### src/cpi_pkg.sv
// What this block does
// - One instruction per 300 ns cycle, ordered.
// - Bit position 7 is the least significant.
// - Field given by rightmost position and length.
// - Field read right-justified, zero filled.
// - Fixed 8-bit operands, unsigned 8-bit addition.
// - Goto decodes source, length, destination as one.
// - Pointers select input/output and scratch bytes.
// - Low external reset zeroes both fetch addresses.
// - Drive a copy of the system clock.
// - Counter holds next, address register holds current.
// - Seven general 8-bit working registers.
// - Carry bit captures addition carry, weight one.
// - Auxiliary register is implied second operand.
// - Address ranges select registers, vector, scratch.
// - Move copies source field into destination field.
// - Add, and, xor combine auxiliary with source.
// - Register to register: length rotates right.
// - Literal load writes immediate into source field.
// - Goto loads immediate into the address register, immediate plus one into the counter.
// - Branch when field nonzero, else continue.
// - Indexed execute runs one instruction, then resumes.
// - Offset base truncates to 32 or 256.
package cpi_pkg;

    // ------------------------------------------------------------
    // Timing
    // ------------------------------------------------------------
    localparam int CLK_PERIOD_NS  = 5;
    localparam int CYCLE_NS       = 300;
    localparam int CYCLE_CLKS     = (CYCLE_NS / CLK_PERIOD_NS < 1) ? 1
                                    : CYCLE_NS / CLK_PERIOD_NS;
    localparam int MCLK_HIGH_CLKS = CYCLE_CLKS / 2;

    // ------------------------------------------------------------
    // Instruction word layout
    // ------------------------------------------------------------
    localparam int INSTR_W  = 16;
    localparam int OPC_MSB  = 15;
    localparam int OPC_LSB  = 13;
    localparam int SRC_MSB  = 12;
    localparam int SRC_LSB  = 8;
    localparam int LEN_MSB  = 7;
    localparam int LEN_LSB  = 5;
    localparam int DST_MSB  = 4;
    localparam int DST_LSB  = 0;
    localparam int GOTO_MSB = 12;

    // ------------------------------------------------------------
    // Address partitions and register addresses
    // ------------------------------------------------------------
    localparam logic [1:0] REGION_IO      = 2'h2;
    localparam logic [1:0] REGION_SCRATCH = 2'h3;
    localparam logic [4:0] ADDR_AUX       = 5'h00;
    localparam logic [4:0] ADDR_CARRY     = 5'h08;
    localparam logic [4:0] ADDR_IO_PTR    = 5'h09;
    localparam logic [4:0] ADDR_SCR_PTR   = 5'h0f;

    // ------------------------------------------------------------
    // Reset values
    // ------------------------------------------------------------
    localparam logic [7:0]  BYTE_RST  = 8'h00;
    localparam logic [11:0] FETCH_RST = 12'h000;

    // ------------------------------------------------------------
    // Operation codes
    // ------------------------------------------------------------
    typedef enum logic [2:0] {
        OP_MOVE              = 3'h0,
        OP_ADD               = 3'h1,
        OP_AND               = 3'h2,
        OP_XOR               = 3'h3,
        OP_LOAD_LITERAL      = 3'h4,
        OP_BRANCH_IF_NONZERO = 3'h5,
        OP_INDEXED_EXECUTE   = 3'h6,
        OP_GOTO              = 3'h7
    } cpi_op_t;

endpackage

### src/cpi_field_unit.sv
`timescale 1ns/1ps
module cpi_field_unit (
    // Source byte and field.
    input  wire logic [7:0] srcByte,
    input  wire logic [2:0] srcPos,
    input  wire logic [2:0] lenCode,
    // Destination byte and field.
    input  wire logic [7:0] dstByte,
    input  wire logic [2:0] dstPos,
    input  wire logic [7:0] wrValue,
    // Results.
    output logic      [7:0] fieldValue,
    output logic      [7:0] mergedByte
);
    logic [3:0] lenEff;
    logic [7:0] lowMask;
    logic [7:0] dstMask;

    // ------------------------------------------------------------
    // Field mask
    // ------------------------------------------------------------
    assign lenEff = (lenCode == 3'h0) ? 4'h8 : {1'b0, lenCode};

    for (genvar i = 0; i < 8; i++) begin : g_mask
        assign lowMask[i] = (4'(i) < lenEff);
    end

    // ------------------------------------------------------------
    // Extract and merge
    // ------------------------------------------------------------
    // Position p sits at vector bit 7-p, so the shift is the inverted position.
    assign fieldValue = (srcByte >> ~srcPos) & lowMask;
    assign dstMask    = lowMask << ~dstPos;
    assign mergedByte = (dstByte & ~dstMask) | ((wrValue << ~dstPos) & dstMask);

endmodule

### src/cpi_interpreter.sv
`timescale 1ns/1ps
module cpi_interpreter #(
    parameter int PROG_AW = 12
) (
    // Clock and resets.
    input  wire logic                clock,
    input  wire logic                rst,
    input  wire logic                extResetN,
    // Clock mirror.
    output logic                     mclkOut,
    // Program storage.
    output logic [PROG_AW-1:0]       progAddr,
    input  wire logic [cpi_pkg::INSTR_W-1:0] progData,
    // Input/output vector byte.
    output logic [7:0]               ioAddr,
    input  wire logic [7:0]          ioRdData,
    output logic [7:0]               ioWrData,
    output logic                     ioWrEn,
    // Scratch storage byte.
    output logic [7:0]               scrAddr,
    input  wire logic [7:0]          scrRdData,
    output logic [7:0]               scrWrData,
    output logic                     scrWrEn,
    // Status.
    output logic [PROG_AW-1:0]       nextFetch,
    output logic                     carryBit
);
    import cpi_pkg::*;

    // ------------------------------------------------------------
    // Elaboration check
    // ------------------------------------------------------------
    if (PROG_AW < 9 || PROG_AW > 12) begin : g_bad_width
        $error("PROG_AW must lie between 9 and 12.");
    end

    localparam int CNT_W = $clog2(CYCLE_CLKS + 1);

    // ------------------------------------------------------------
    // State
    // ------------------------------------------------------------
    logic [CNT_W-1:0]   divCntQ;
    logic               mclkQ;
    logic [PROG_AW-1:0] fetchAddrQ;
    logic [PROG_AW-1:0] nextFetchQ;
    logic [7:0]         auxQ;
    logic [7:0]         wrQ [1:7];
    logic               carryQ;
    logic [7:0]         ioPtrQ;
    logic [7:0]         scrPtrQ;
    logic               ioWrEnQ;
    logic [7:0]         ioWrDataQ;
    logic               scrWrEnQ;
    logic [7:0]         scrWrDataQ;

    // ------------------------------------------------------------
    // Decode
    // ------------------------------------------------------------
    cpi_op_t            op;
    logic [4:0]         srcA;
    logic [2:0]         lenCode;
    logic [4:0]         dstA;
    logic               stepEn;
    logic               srcIsReg;
    logic               srcIsIo;
    logic               dstIsReg;
    logic [4:0]         tgtA;
    logic               tgtIsReg;
    logic               tgtIsIo;
    logic               writesData;
    logic [7:0]         literal;
    logic [7:0]         srcRegVal;
    logic [7:0]         srcByte;
    logic [7:0]         fieldVal;
    logic [7:0]         srcVal;
    logic [7:0]         rotated;
    logic [7:0]         operandB;
    logic [8:0]         sum;
    logic               addCarry;
    logic [7:0]         aluOut;
    logic [7:0]         dstByte;
    logic [7:0]         mergedByte;
    logic [PROG_AW-1:0] offsetBase;
    logic [7:0]         offset;
    logic [PROG_AW-1:0] branchTgt;
    logic [PROG_AW-1:0] gotoTgt;
    logic [PROG_AW-1:0] fetchAddrD;
    logic [PROG_AW-1:0] nextFetchD;

    assign stepEn  = extResetN && (divCntQ == CNT_W'(CYCLE_CLKS - 1));
    assign op      = cpi_op_t'(progData[OPC_MSB:OPC_LSB]);
    assign srcA    = progData[SRC_MSB:SRC_LSB];
    assign lenCode = progData[LEN_MSB:LEN_LSB];
    assign dstA    = progData[DST_MSB:DST_LSB];

    // Octal 00-17 registers, 20-27 vector byte, 30-37 scratch byte.
    assign srcIsReg = !srcA[4];
    assign srcIsIo  = (srcA[4:3] == REGION_IO);
    assign dstIsReg = !dstA[4];

    // The literal load writes into the field named by the source address.
    assign tgtA       = (op == OP_LOAD_LITERAL) ? srcA : dstA;
    assign tgtIsReg   = !tgtA[4];
    assign tgtIsIo    = (tgtA[4:3] == REGION_IO);
    assign writesData = (op <= OP_LOAD_LITERAL);

    // Field addresses limit the literal to five bits, registers allow eight.
    assign literal = srcIsReg ? {lenCode, dstA} : {3'h0, dstA};

    // ------------------------------------------------------------
    // Read source
    // ------------------------------------------------------------
    always_comb begin
        srcRegVal = BYTE_RST;
        if (srcA == ADDR_AUX) begin
            srcRegVal = auxQ;
        end else if (srcA[4:3] == 2'h0) begin
            srcRegVal = wrQ[srcA[2:0]];
        end else if (srcA == ADDR_CARRY) begin
            srcRegVal = {7'h00, carryQ};
        end else if (srcA == ADDR_IO_PTR) begin
            srcRegVal = ioPtrQ;
        end else if (srcA == ADDR_SCR_PTR) begin
            srcRegVal = scrPtrQ;
        end
    end

    assign srcByte = srcIsReg ? srcRegVal : (srcIsIo ? ioRdData : scrRdData);
    assign dstByte = tgtIsIo ? ioRdData : scrRdData;

    cpi_field_unit u_field (
        .srcByte    (srcByte),
        .srcPos     (srcA[2:0]),
        .lenCode    (lenCode),
        .dstByte    (dstByte),
        .dstPos     (tgtA[2:0]),
        .wrValue    (aluOut),
        .fieldValue (fieldVal),
        .mergedByte (mergedByte)
    );

    assign srcVal   = srcIsReg ? srcRegVal : fieldVal;
    assign rotated  = (srcRegVal >> lenCode) | (srcRegVal << (4'h8 - {1'b0, lenCode}));
    assign operandB = (srcIsReg && dstIsReg) ? rotated : srcVal;

    // ------------------------------------------------------------
    // Operate
    // ------------------------------------------------------------
    assign sum      = {1'b0, auxQ} + {1'b0, operandB};
    assign addCarry = sum[8];

    always_comb begin
        aluOut = operandB;
        unique case (op)
            OP_ADD:          aluOut = sum[7:0];
            OP_AND:          aluOut = auxQ & operandB;
            OP_XOR:          aluOut = auxQ ^ operandB;
            OP_LOAD_LITERAL: aluOut = literal;
            default:         aluOut = operandB;
        endcase
    end

    // ------------------------------------------------------------
    // Next program word
    // ------------------------------------------------------------
    assign offsetBase = srcIsReg ? {nextFetchQ[PROG_AW-1:8], 8'h00}
                                 : {nextFetchQ[PROG_AW-1:5], 5'h00};
    assign offset     = (op == OP_INDEXED_EXECUTE) ? literal + srcVal : literal;
    assign branchTgt  = offsetBase + PROG_AW'(offset);
    assign gotoTgt    = PROG_AW'(progData[GOTO_MSB:0]);

    always_comb begin
        fetchAddrD = nextFetchQ;
        nextFetchD = nextFetchQ + PROG_AW'(1);
        unique case (op)
            OP_GOTO: begin
                fetchAddrD = gotoTgt;
                nextFetchD = gotoTgt + PROG_AW'(1);
            end
            OP_BRANCH_IF_NONZERO: begin
                if (srcVal != 8'h00) begin
                    fetchAddrD = branchTgt;
                    nextFetchD = branchTgt + PROG_AW'(1);
                end
            end
            OP_INDEXED_EXECUTE: begin
                fetchAddrD = branchTgt;
                nextFetchD = nextFetchQ;
            end
            default: begin
                fetchAddrD = nextFetchQ;
                nextFetchD = nextFetchQ + PROG_AW'(1);
            end
        endcase
    end

    // ------------------------------------------------------------
    // Cycle divider and clock mirror
    // ------------------------------------------------------------
    always_ff @(posedge clock) begin
        if (rst || !extResetN) begin
            divCntQ <= '0;
            mclkQ   <= 1'b1;
        end else if (stepEn) begin
            divCntQ <= '0;
            mclkQ   <= 1'b1;
        end else begin
            divCntQ <= divCntQ + CNT_W'(1);
            mclkQ   <= (divCntQ + CNT_W'(1)) < CNT_W'(MCLK_HIGH_CLKS);
        end
    end

    // ------------------------------------------------------------
    // Fetch addresses
    // ------------------------------------------------------------
    always_ff @(posedge clock) begin
        if (rst || !extResetN) begin
            fetchAddrQ <= FETCH_RST[PROG_AW-1:0];
            nextFetchQ <= FETCH_RST[PROG_AW-1:0];
        end else if (stepEn) begin
            fetchAddrQ <= fetchAddrD;
            nextFetchQ <= nextFetchD;
        end
    end

    // ------------------------------------------------------------
    // Internal registers
    // ------------------------------------------------------------
    always_ff @(posedge clock) begin
        if (rst) begin
            auxQ    <= BYTE_RST;
            ioPtrQ  <= BYTE_RST;
            scrPtrQ <= BYTE_RST;
        end else if (stepEn && writesData && tgtIsReg) begin
            if (tgtA == ADDR_AUX) begin
                auxQ <= aluOut;
            end
            if (tgtA == ADDR_IO_PTR) begin
                ioPtrQ <= aluOut;
            end
            if (tgtA == ADDR_SCR_PTR) begin
                scrPtrQ <= aluOut;
            end
        end
    end

    for (genvar r = 1; r <= 7; r++) begin : g_work
        always_ff @(posedge clock) begin
            if (rst) begin
                wrQ[r] <= BYTE_RST;
            end else if (stepEn && writesData && tgtA == 5'(r)) begin
                wrQ[r] <= aluOut;
            end
        end
    end

    // An addition always owns the carry bit, even when it also names it.
    always_ff @(posedge clock) begin
        if (rst) begin
            carryQ <= 1'b0;
        end else if (stepEn && op == OP_ADD) begin
            carryQ <= addCarry;
        end else if (stepEn && writesData && tgtA == ADDR_CARRY) begin
            carryQ <= aluOut[0];
        end
    end

    // ------------------------------------------------------------
    // Field writes to vector and scratch bytes
    // ------------------------------------------------------------
    always_ff @(posedge clock) begin
        if (rst) begin
            ioWrEnQ    <= 1'b0;
            ioWrDataQ  <= BYTE_RST;
            scrWrEnQ   <= 1'b0;
            scrWrDataQ <= BYTE_RST;
        end else begin
            ioWrEnQ  <= stepEn && writesData && tgtIsIo;
            scrWrEnQ <= stepEn && writesData && !tgtIsReg && !tgtIsIo;
            if (stepEn) begin
                ioWrDataQ  <= mergedByte;
                scrWrDataQ <= mergedByte;
            end
        end
    end

    // ------------------------------------------------------------
    // Outputs
    // ------------------------------------------------------------
    assign mclkOut   = mclkQ;
    assign progAddr  = fetchAddrQ;
    assign nextFetch = nextFetchQ;
    assign ioAddr    = ioPtrQ;
    assign scrAddr   = scrPtrQ;
    assign ioWrData  = ioWrDataQ;
    assign ioWrEn    = ioWrEnQ;
    assign scrWrData = scrWrDataQ;
    assign scrWrEn   = scrWrEnQ;
    assign carryBit  = carryQ;
endmodule

### config.mk
export PLATFORM = sky130hd
export DESIGN_NAME = cpi_interpreter
export DESIGN_NICKNAME = d
export VERILOG_FILES = /design/src/cpi_pkg.sv /design/src/cpi_field_unit.sv /design/src/cpi_interpreter.sv
export SDC_FILE = /design/constraint.sdc
export NUM_CORES = 1
export LEC_CHECK = 0
export CAP_MARGIN = 20
export CORE_MARGIN = 1
export CORE_UTILIZATION = 59
export CTS_CLUSTER_DIAMETER = 100
export DETAILED_ROUTE_END_ITERATION = 12
export DONT_BUFFER_PORTS = 1
export PLACE_DENSITY = 0.75
export RECOVER_POWER = 50
export SYNTH_ARGS = -nofsm -noshare
export SYNTH_HDL_FRONTEND = slang
export SYNTH_HIERARCHICAL = 1
export SYNTH_SLANG_ARGS = --single-unit
### constraint.sdc
create_clock -name clock -period 14.84 [get_ports clock]
set_clock_uncertainty 0.15 [all_clocks]
set_input_delay 0 -clock clock [delete_from_list [all_inputs] [get_ports clock]]
set_output_delay 0 -clock clock [all_outputs]
set_load 0.02 [all_outputs]
==> run_results.csv, run 1 <==
group,metric,value,unit
setup_path,end_kind,"flip-flop",
global_routing,grt_antenna_before_repair,0,
place,pre_cts_ws,7.77,ns
status,failed_checks,"hold timing, capacitance limit, slew limit",
floorplanning,io_pins,95,
synth,yosysSeqAreaShare,28.9,%
synth,synth_area_leaders,"edfxtp_1 (16%), dfxtp_1 (13%), nand2_1 (5.1%)",
clock_network,cts_tree,"done",
sta,setup_viol,0,
sta,max_freq,136,MHz
floorplanning,fp-row-count,48,
cells_and_area,diodes,0,
power_and_ir_drop,power_leakage,4.13,nW
min_path,min_path_type,"in -> reg",
floorplanning,core_region_area,17200,um^2
clock_network,clk_pin_slew,0.07,ns
sta,rsz0062_at_grt,"false",
cells_and_area,area_growth,7.36,%
setup_path,cp_slowest_cell,"dlygate4sd3_1",
floorplanning,start_util,60.3,%
sta,finalHoldViolCount,1,
synth,synth_area,10400,um^2
clock_network,cts_made_buffers,17,
cells_and_area,drive_above_1_share,9.21,%
route,routed_wl,34800,um
route,ant_nets,0,
synth,yosysWarningCount,6,
floorplanning,die-area,18200,um^2
sta,tns,0,ns
setup_path,reg2reg_setup_slack,7.49,ns
flow_run,drv_cap,1,
synth,synth_compound_area_share,24.3,%
setup_path,worst-endpoint-arrival,7.52,ns
synth,synth_mux_area_share,8.74,%
synth,synth_ff_type,"dfxtp_1",
setup_path,cp_num_buf_inv,4,
setup_path,critPathRequiredTime,15.01,ns
power_and_ir_drop,peakVddDrop,0.0901,mV
sta,holdWs,-0.00303,ns
setup_path,cpLargestDelayFamily,"compound AO/OA/AOI/OAI gates",
cells_and_area,fill_cells,1470,
floorplanning,die_width,135,um
cells_and_area,design_area,11200,um^2
global_routing,grt_start_max_net_pins,46,
sta,fin_ws,7.49,ns
route,vias_per_cell,7.01,
synth,yosysTopAreaCell,"edfxtp_1",
synth,yosys-top-cells-count,"nand2_1 (140), nor2_1 (140), a21oi_1 (94)",
synth,async_flop_share,0,%
route,first_iter_violations,1430,
synth,synth_edf_count,56,
clock_network,clockBufferDepth,2,
place,io_buffers,0,
sta,post-route-min-period,7.35,ns
synth,synth_nets,1356,
route,detail_route.wl_per_cell,23.3,um
cells_and_area,final_nets,1322,
route,drc,0,
synth,synth-seq-cells,122,
place,place.gp.congestion,1.01,
synth,post_synth_fa_ha_maj_area_fraction,3.71,%
sta,relSlewSlack,-0.104,%
status,outcome,"finished, violations left",
global_routing,first_global_vias,9339,
clock_network,clkSinkCount,122,
sta,worstMarginPinSlew,1.50,ns
global_routing,grt_pass1_wl,52900,um
setup_path,path_max_fanout,12,
global_routing,grt_usage,38.3,%
synth,synth_cells,1292,
route,firstDrtPassIters,6,
synth,syn_area_per_cell,8.04,um^2
place,place_area,10200,um^2
clock_network,cts_root_buffer,"clkbuf_16",
sta,drv_slew,1,
synth,synth_top_area_share,16.2,%
route,num_vias,10500,
synth,synth_cell_type_count,101,
power_and_ir_drop,power,0.969,mW
sta,fin_crit_sh,49.6,%
setup_path,slowest_delay,0.55,ns
clock_network,htreeDepth,4,
setup_path,critPathLaunchType,"flip-flop",
synth,yosys.area_share.simple,24.4,%
synth,synthXorXnorAreaFrac,3.29,%
clock_network,worstSkewPairLatency,0.44,ns
power_and_ir_drop,power.density,86.9,nW/um^2
setup_path,cp_common_cell,"nand2_1",
floorplanning,die_h,135,um
place,dp.final_hpwl,23300,um
setup_path,crit_type,"reg -> reg",
synth,synth_top_family_by_area,"simple AND/OR/NAND/NOR gates",
global_routing,overflow,0,
-- placed cells by master, fill, tap and decap left out, types with 6 or more instances in the layout --
cell           instances
a211oi_1              21
a311oi_1              15
a221o_1                6
clkbuf_16             17
o21ai_0               53
mux4_2                 9
ha_1                  26
a21oi_1               94
o22ai_1               26
edfxtp_1              56
and2_1                 9
nand2_1              140
a31oi_1               16
nor2b_1               22
xor2_1                14
o211ai_1              10
dlygate4sd3_1         37
or2_2                  9
nand4_1                9
o31ai_1                8
o21a_1                10
and3_1                20
dfxtp_1               66
o21bai_1              10
a21o_1                 8
inv_1                 39
buf_4                 13
mux2_2                28
nand2b_1              33
o32ai_1                7
nor2_1               140
a221oi_1              10
a22oi_1                8
mux2i_1               30
o221ai_1               8
nor3_1                29
xnor2_1               25
nand3_1               46
or3_1                 12
-- layer usage --
| metal | track usage (%) | routed length (um) |
|---|---|---|
| met1 | 52.3 | 13900 |
| met2 | 57.4 | 15200 |
| met3 | 10.8 | 4620 |
| met4 | 14.8 | 1050 |
| met5 | 0 | 0 |
-- cells by family after synthesis --
logic type | after synthesis
and+or+nand+nor | 515
AOI/OAI and AO/OA | 366
buffers and inverters | 147
DFF | 122
muxes | 74
xor gates and xnor gates | 39
adders and majority gates | 29
-- tightest hold or removal path: stages --
cell     delay (ns)
nand3_1        0.06
xnor2_1        0.15
a21oi_1        0.07
nor2_1         0.08
nor3_1         0.06
a21oi_1        0.12
-- area by class of cell --
cell class / count / area (um^2) / share of cell area [%]
Inverter: 42 / 158 / 1.41
Clock inverter: 14 / 114 / 1.02
Clock buffer: 17 / 425 / 3.81
Multi-Input combinational cell: 1023 / 6690 / 59.9
Tap cell: 225 / 282 / 2.52
Sequential cell: 122 / 3000 / 26.9
Timing Repair Buffer: 52 / 492 / 4.41
-- what timing repair did --
action / CTS / global route
setup buffers: 0 / 0
endpoints found under the hold margin: 96 / 0
resized for setup: 0 / 0
hold buffers: 38 / 0
-- path summary, 6_finish.rpt --
| path | end | depth (start not counted) | start |
|---|---|---|---|
| max | scrWrData[7] | 31 | ioAddr[7] |
| min | nextFetch[3] | 6 | progData[1] |
| min reg2reg | divCntQ[0] | 1 | divCntQ[0] |
| max reg2reg | scrWrData[7] | 31 | ioAddr[7] |
-- registers in the layout, indices dropped and copies added, names as in the netlist, 6 cells and up --
| name | flops |
|---|---|
| scrAddr | 8 |
| nextFetch | 12 |
| divCntQ | 6 |
| wrQ | 56 |
| ioAddr | 8 |
| auxQ | 8 |
| progAddr | 12 |
| scrWrData | 8 |
-- power by group --
| part | total [mW] | switching (mW) | internal, mW | leakage, nW |
|---|---|---|---|---|
| sequential | 0.358 | 0.00167 | 0.356 | 1.11 |
| combinational | 0.216 | 0.134 | 0.0813 | 2.76 |
| clock | 0.396 | 0.179 | 0.216 | 0.261 |
| total | 0.969 | 0.316 | 0.654 | 4.13 |
-- stage by stage --
step / utilization (%) / instances
global route: 64.7 / 1495
CTS: 64.8 / 1495
floorplan: - / 1292
global placement: 59.4 / 1426
detailed placement: 59.4 / 1426
finish: 64.7 / 1495
(Power assumes the default switching activity.)
==> run 2, diff against run 1 <==
--- a/config.mk
+++ b/config.mk
@@ -11,7 +11,7 @@
 export CTS_CLUSTER_DIAMETER = 100
 export DETAILED_ROUTE_END_ITERATION = 12
 export DONT_BUFFER_PORTS = 1
-export PLACE_DENSITY = 0.75
+export PLACE_DENSITY = 0.78
 export RECOVER_POWER = 50
 export SYNTH_ARGS = -nofsm -noshare
 export SYNTH_HDL_FRONTEND = slang
==> constraint.sdc (replaced) <==
create_clock -name clock -period 6.3 [get_ports clock]
set_clock_uncertainty 0.15 [all_clocks]
set_input_delay 0 -clock clock [delete_from_list [all_inputs] [get_ports clock]]
set_output_delay 0 -clock clock [all_outputs]
set_load 0.02 [all_outputs]
==> run 2 against run 1 <==
  * The run now ends clean
  * Worst setup slack got worse by 7.2 ns
  * Critical path depth decreased by 4
  * Clock power rose to 2.7 times the previous value
  * Power grew to 2.5 times the previous value
  * Hold slack improved by 0.024 ns
  * Register-to-register slack got worse by 7.2 ns
  * Sequential cell count is the same
  * Sequential share of layout area shrank 1.1 points
  * Global-route usage grew 3.3 points
  * First-iteration DRC count grew 13%
  * Via count grew 3.9%
  * Highest routed layer unchanged
==> run_results.csv, run 2 (synthesis gave the netlist of run 1 again) <==
group,metric,value,unit
cells_and_area,area_growth,11.9,%
global_routing,busiest_layer,"met2",
clock_network,clockBufferDepth,2,
power_and_ir_drop,power_leakage,4.34,nW
power_and_ir_drop,swShare,31.2,%
cells_and_area,largest_reg_flops,56,
clock_network,cts_tree,"done",
place,dp.final_hpwl,25300,um
global_routing,grtUsageMet2,63.0,%
sta,post-route-min-period,6.02,ns
sta,drv_slew,0,
global_routing,grt_pass1_wl,57500,um
setup_path,worst-endpoint-arrival,6.19,ns
power_and_ir_drop,p_int,1.69,mW
cells_and_area,layout_commonest_cell,"nor2_1",
min_path,min_path_type,"in -> reg",
clock_network,htreeDepth,4,
setup_path,end_kind,"flip-flop",
route,drc,0,
sta,fin_crit_sh,95.6,%
clock_network,cts_root_buffer,"clkbuf_16",
power_and_ir_drop,pwr-share-comb,22.0,%
sta,setup_viol,0,
setup_path,critPathLaunchType,"flip-flop",
floorplanning,die_width,135,um
route,num_vias,10900,
floorplanning,fp-row-count,48,
sta,worstMarginPinSlew,1.39,ns
clock_network,cts_made_buffers,17,
setup_path,path_max_fanout,4,
floorplanning,die_h,135,um
route,ant_nets,0,
setup_path,critPathRequiredTime,6.46,ns
place,io_buffers,0,
global_routing,use_met3,12.1,%
sta,tns,0,ns
global_routing,use_met1,56.1,%
power_and_ir_drop,p_seq_share,34.4,%
flow_run,drv_cap,0,
place,place.gp.congestion,1.02,
global_routing,grt_start_max_net_pins,46,
power_and_ir_drop,power.density,211,nW/um^2
global_routing,grt_usage,41.6,%
cells_and_area,final_nets,1364,
cells_and_area,layout_common_cells,"nor2_1 (140), nand2_1 (139), a21oi_1 (88), dfxtp_1 (66), edfxtp_1 (56)",
cells_and_area,drive_above_1_share,13.0,%
clock_network,clkSinkCount,122,
global_routing,grt_antenna_before_repair,0,
route,firstDrtPassIters,7,
status,outcome,"finished clean",
floorplanning,start_util,60.3,%
cells_and_area,largest-register,"wrQ",
cells_and_area,seqCellArea,3000,um^2
floorplanning,io_pins,95,
route,detail_route.wl_per_cell,24.5,um
setup_path,reg2reg_setup_slack,0.28,ns
route,first_iter_violations,1621,
global_routing,overflow,0,
route,routed_wl,37700,um
global_routing,first_global_vias,9978,
sta,relSlewSlack,7.10,%
sta,max_freq,166,MHz
setup_path,crit_type,"reg -> reg",
route,vias_per_cell,7.08,
clock_network,clk_pin_slew,0.07,ns
clock_network,worstSkewPairLatency,0.43,ns
cells_and_area,diodes,0,
power_and_ir_drop,clkPwrFrac,43.6,%
sta,holdWs,0.0213,ns
power_and_ir_drop,switching_power,0.767,mW
cells_and_area,multiInputGateArea,6790,um^2
sta,finalHoldViolCount,0,
floorplanning,core_region_area,17200,um^2
cells_and_area,fill_cells,1435,
floorplanning,die-area,18200,um^2
power_and_ir_drop,peakVddDrop,0.206,mV
[run 2: critical path: stages, from the launching register on]
cell	delay, ns
edfxtp_1	0.36
mux2i_1	0.14
o21ai_0	0.13
o31ai_2	0.33
and3_4	0.27
nand2_1	0.09
mux4_2	0.45
mux2i_1	0.15
a21oi_1	0.09
a21oi_2	0.15
inv_1	0.09
o22ai_1	0.38
inv_1	0.09
ha_1	0.31
a21o_1	0.13
nand2_1	0.06
a31oi_1	0.28
nor2_1	0.09
xnor2_1	0.13
a2bb2oi_1	0.43
o21bai_1	0.38
inv_1	0.15
mux4_2	0.47
nand2_1	0.10
o31ai_1	0.09
mux2_4	0.29
nand2_1	0.06
a21oi_1	0.06
[run 2: final timing paths]
kind / startpoint / endpoint / cells past startpoint
max: wrQ[7][3] / scrWrData[7] / 27
min: progData[13] / auxQ[5] / 3
min reg2reg: divCntQ[0] / divCntQ[0] / 1
max reg2reg: wrQ[7][3] / scrWrData[7] / 27
[run 2: routing by layer]
metal	wire (um)	up-vias
li1	-	4784
met5	0	-
met2	16800	845
met1	14600	5119
met4	1370	0
met3	4950	141
[run 2: stage by stage]
| step | power [mW] | instances | setup WS [ns] | area, um^2 | utilization [%] |
|---|---|---|---|---|---|
| 2_1_floorplan | 1.24 | 1292 | 0.0811 | 10400 | - |
| 3_3_place_gp | 1.32 | 1462 | 0.0713 | 10500 | 61.0 |
| 3_5_place_dp | 1.32 | 1462 | -0.107 | 10500 | 61.0 |
| 4_1_cts | 2.42 | 1534 | 0.0198 | 11600 | 67.1 |
| 5_1_grt | 2.52 | 1538 | -0.0388 | 11600 | 67.5 |
| 6_report | 2.45 | 1538 | 0.278 | 11600 | 67.5 |
[run 2: repair_timing]
action | CTS | global route
pin swaps | 2 | 10
resized for setup | 5 | 24
endpoints found under the hold margin | 67 | 0
endpoints found under the setup margin | 4 | 11
cloned | 0 | 0
hold buffers | 40 | 0
setup buffers | 0 | 4
[run 2: power groups by stage]
stage	logic, mW	clock network, mW	registers [mW]
final	0.540	1.07	0.843
after global routing	0.569	1.11	0.844
after CTS	0.507	1.07	0.843
after detailed placement	0.460	0	0.860
after global placement	0.457	0	0.859
after floorplan	0.379	0	0.858
[run 2: layout make-up]
type,instances,area share [%]
sequential,122,25.8
multi-input combinational,1023,58.4
timing repair buffer,94,6.62
clock inverter,15,1.74
tap,225,2.42
clock buffer,17,3.66
inverter,42,1.35
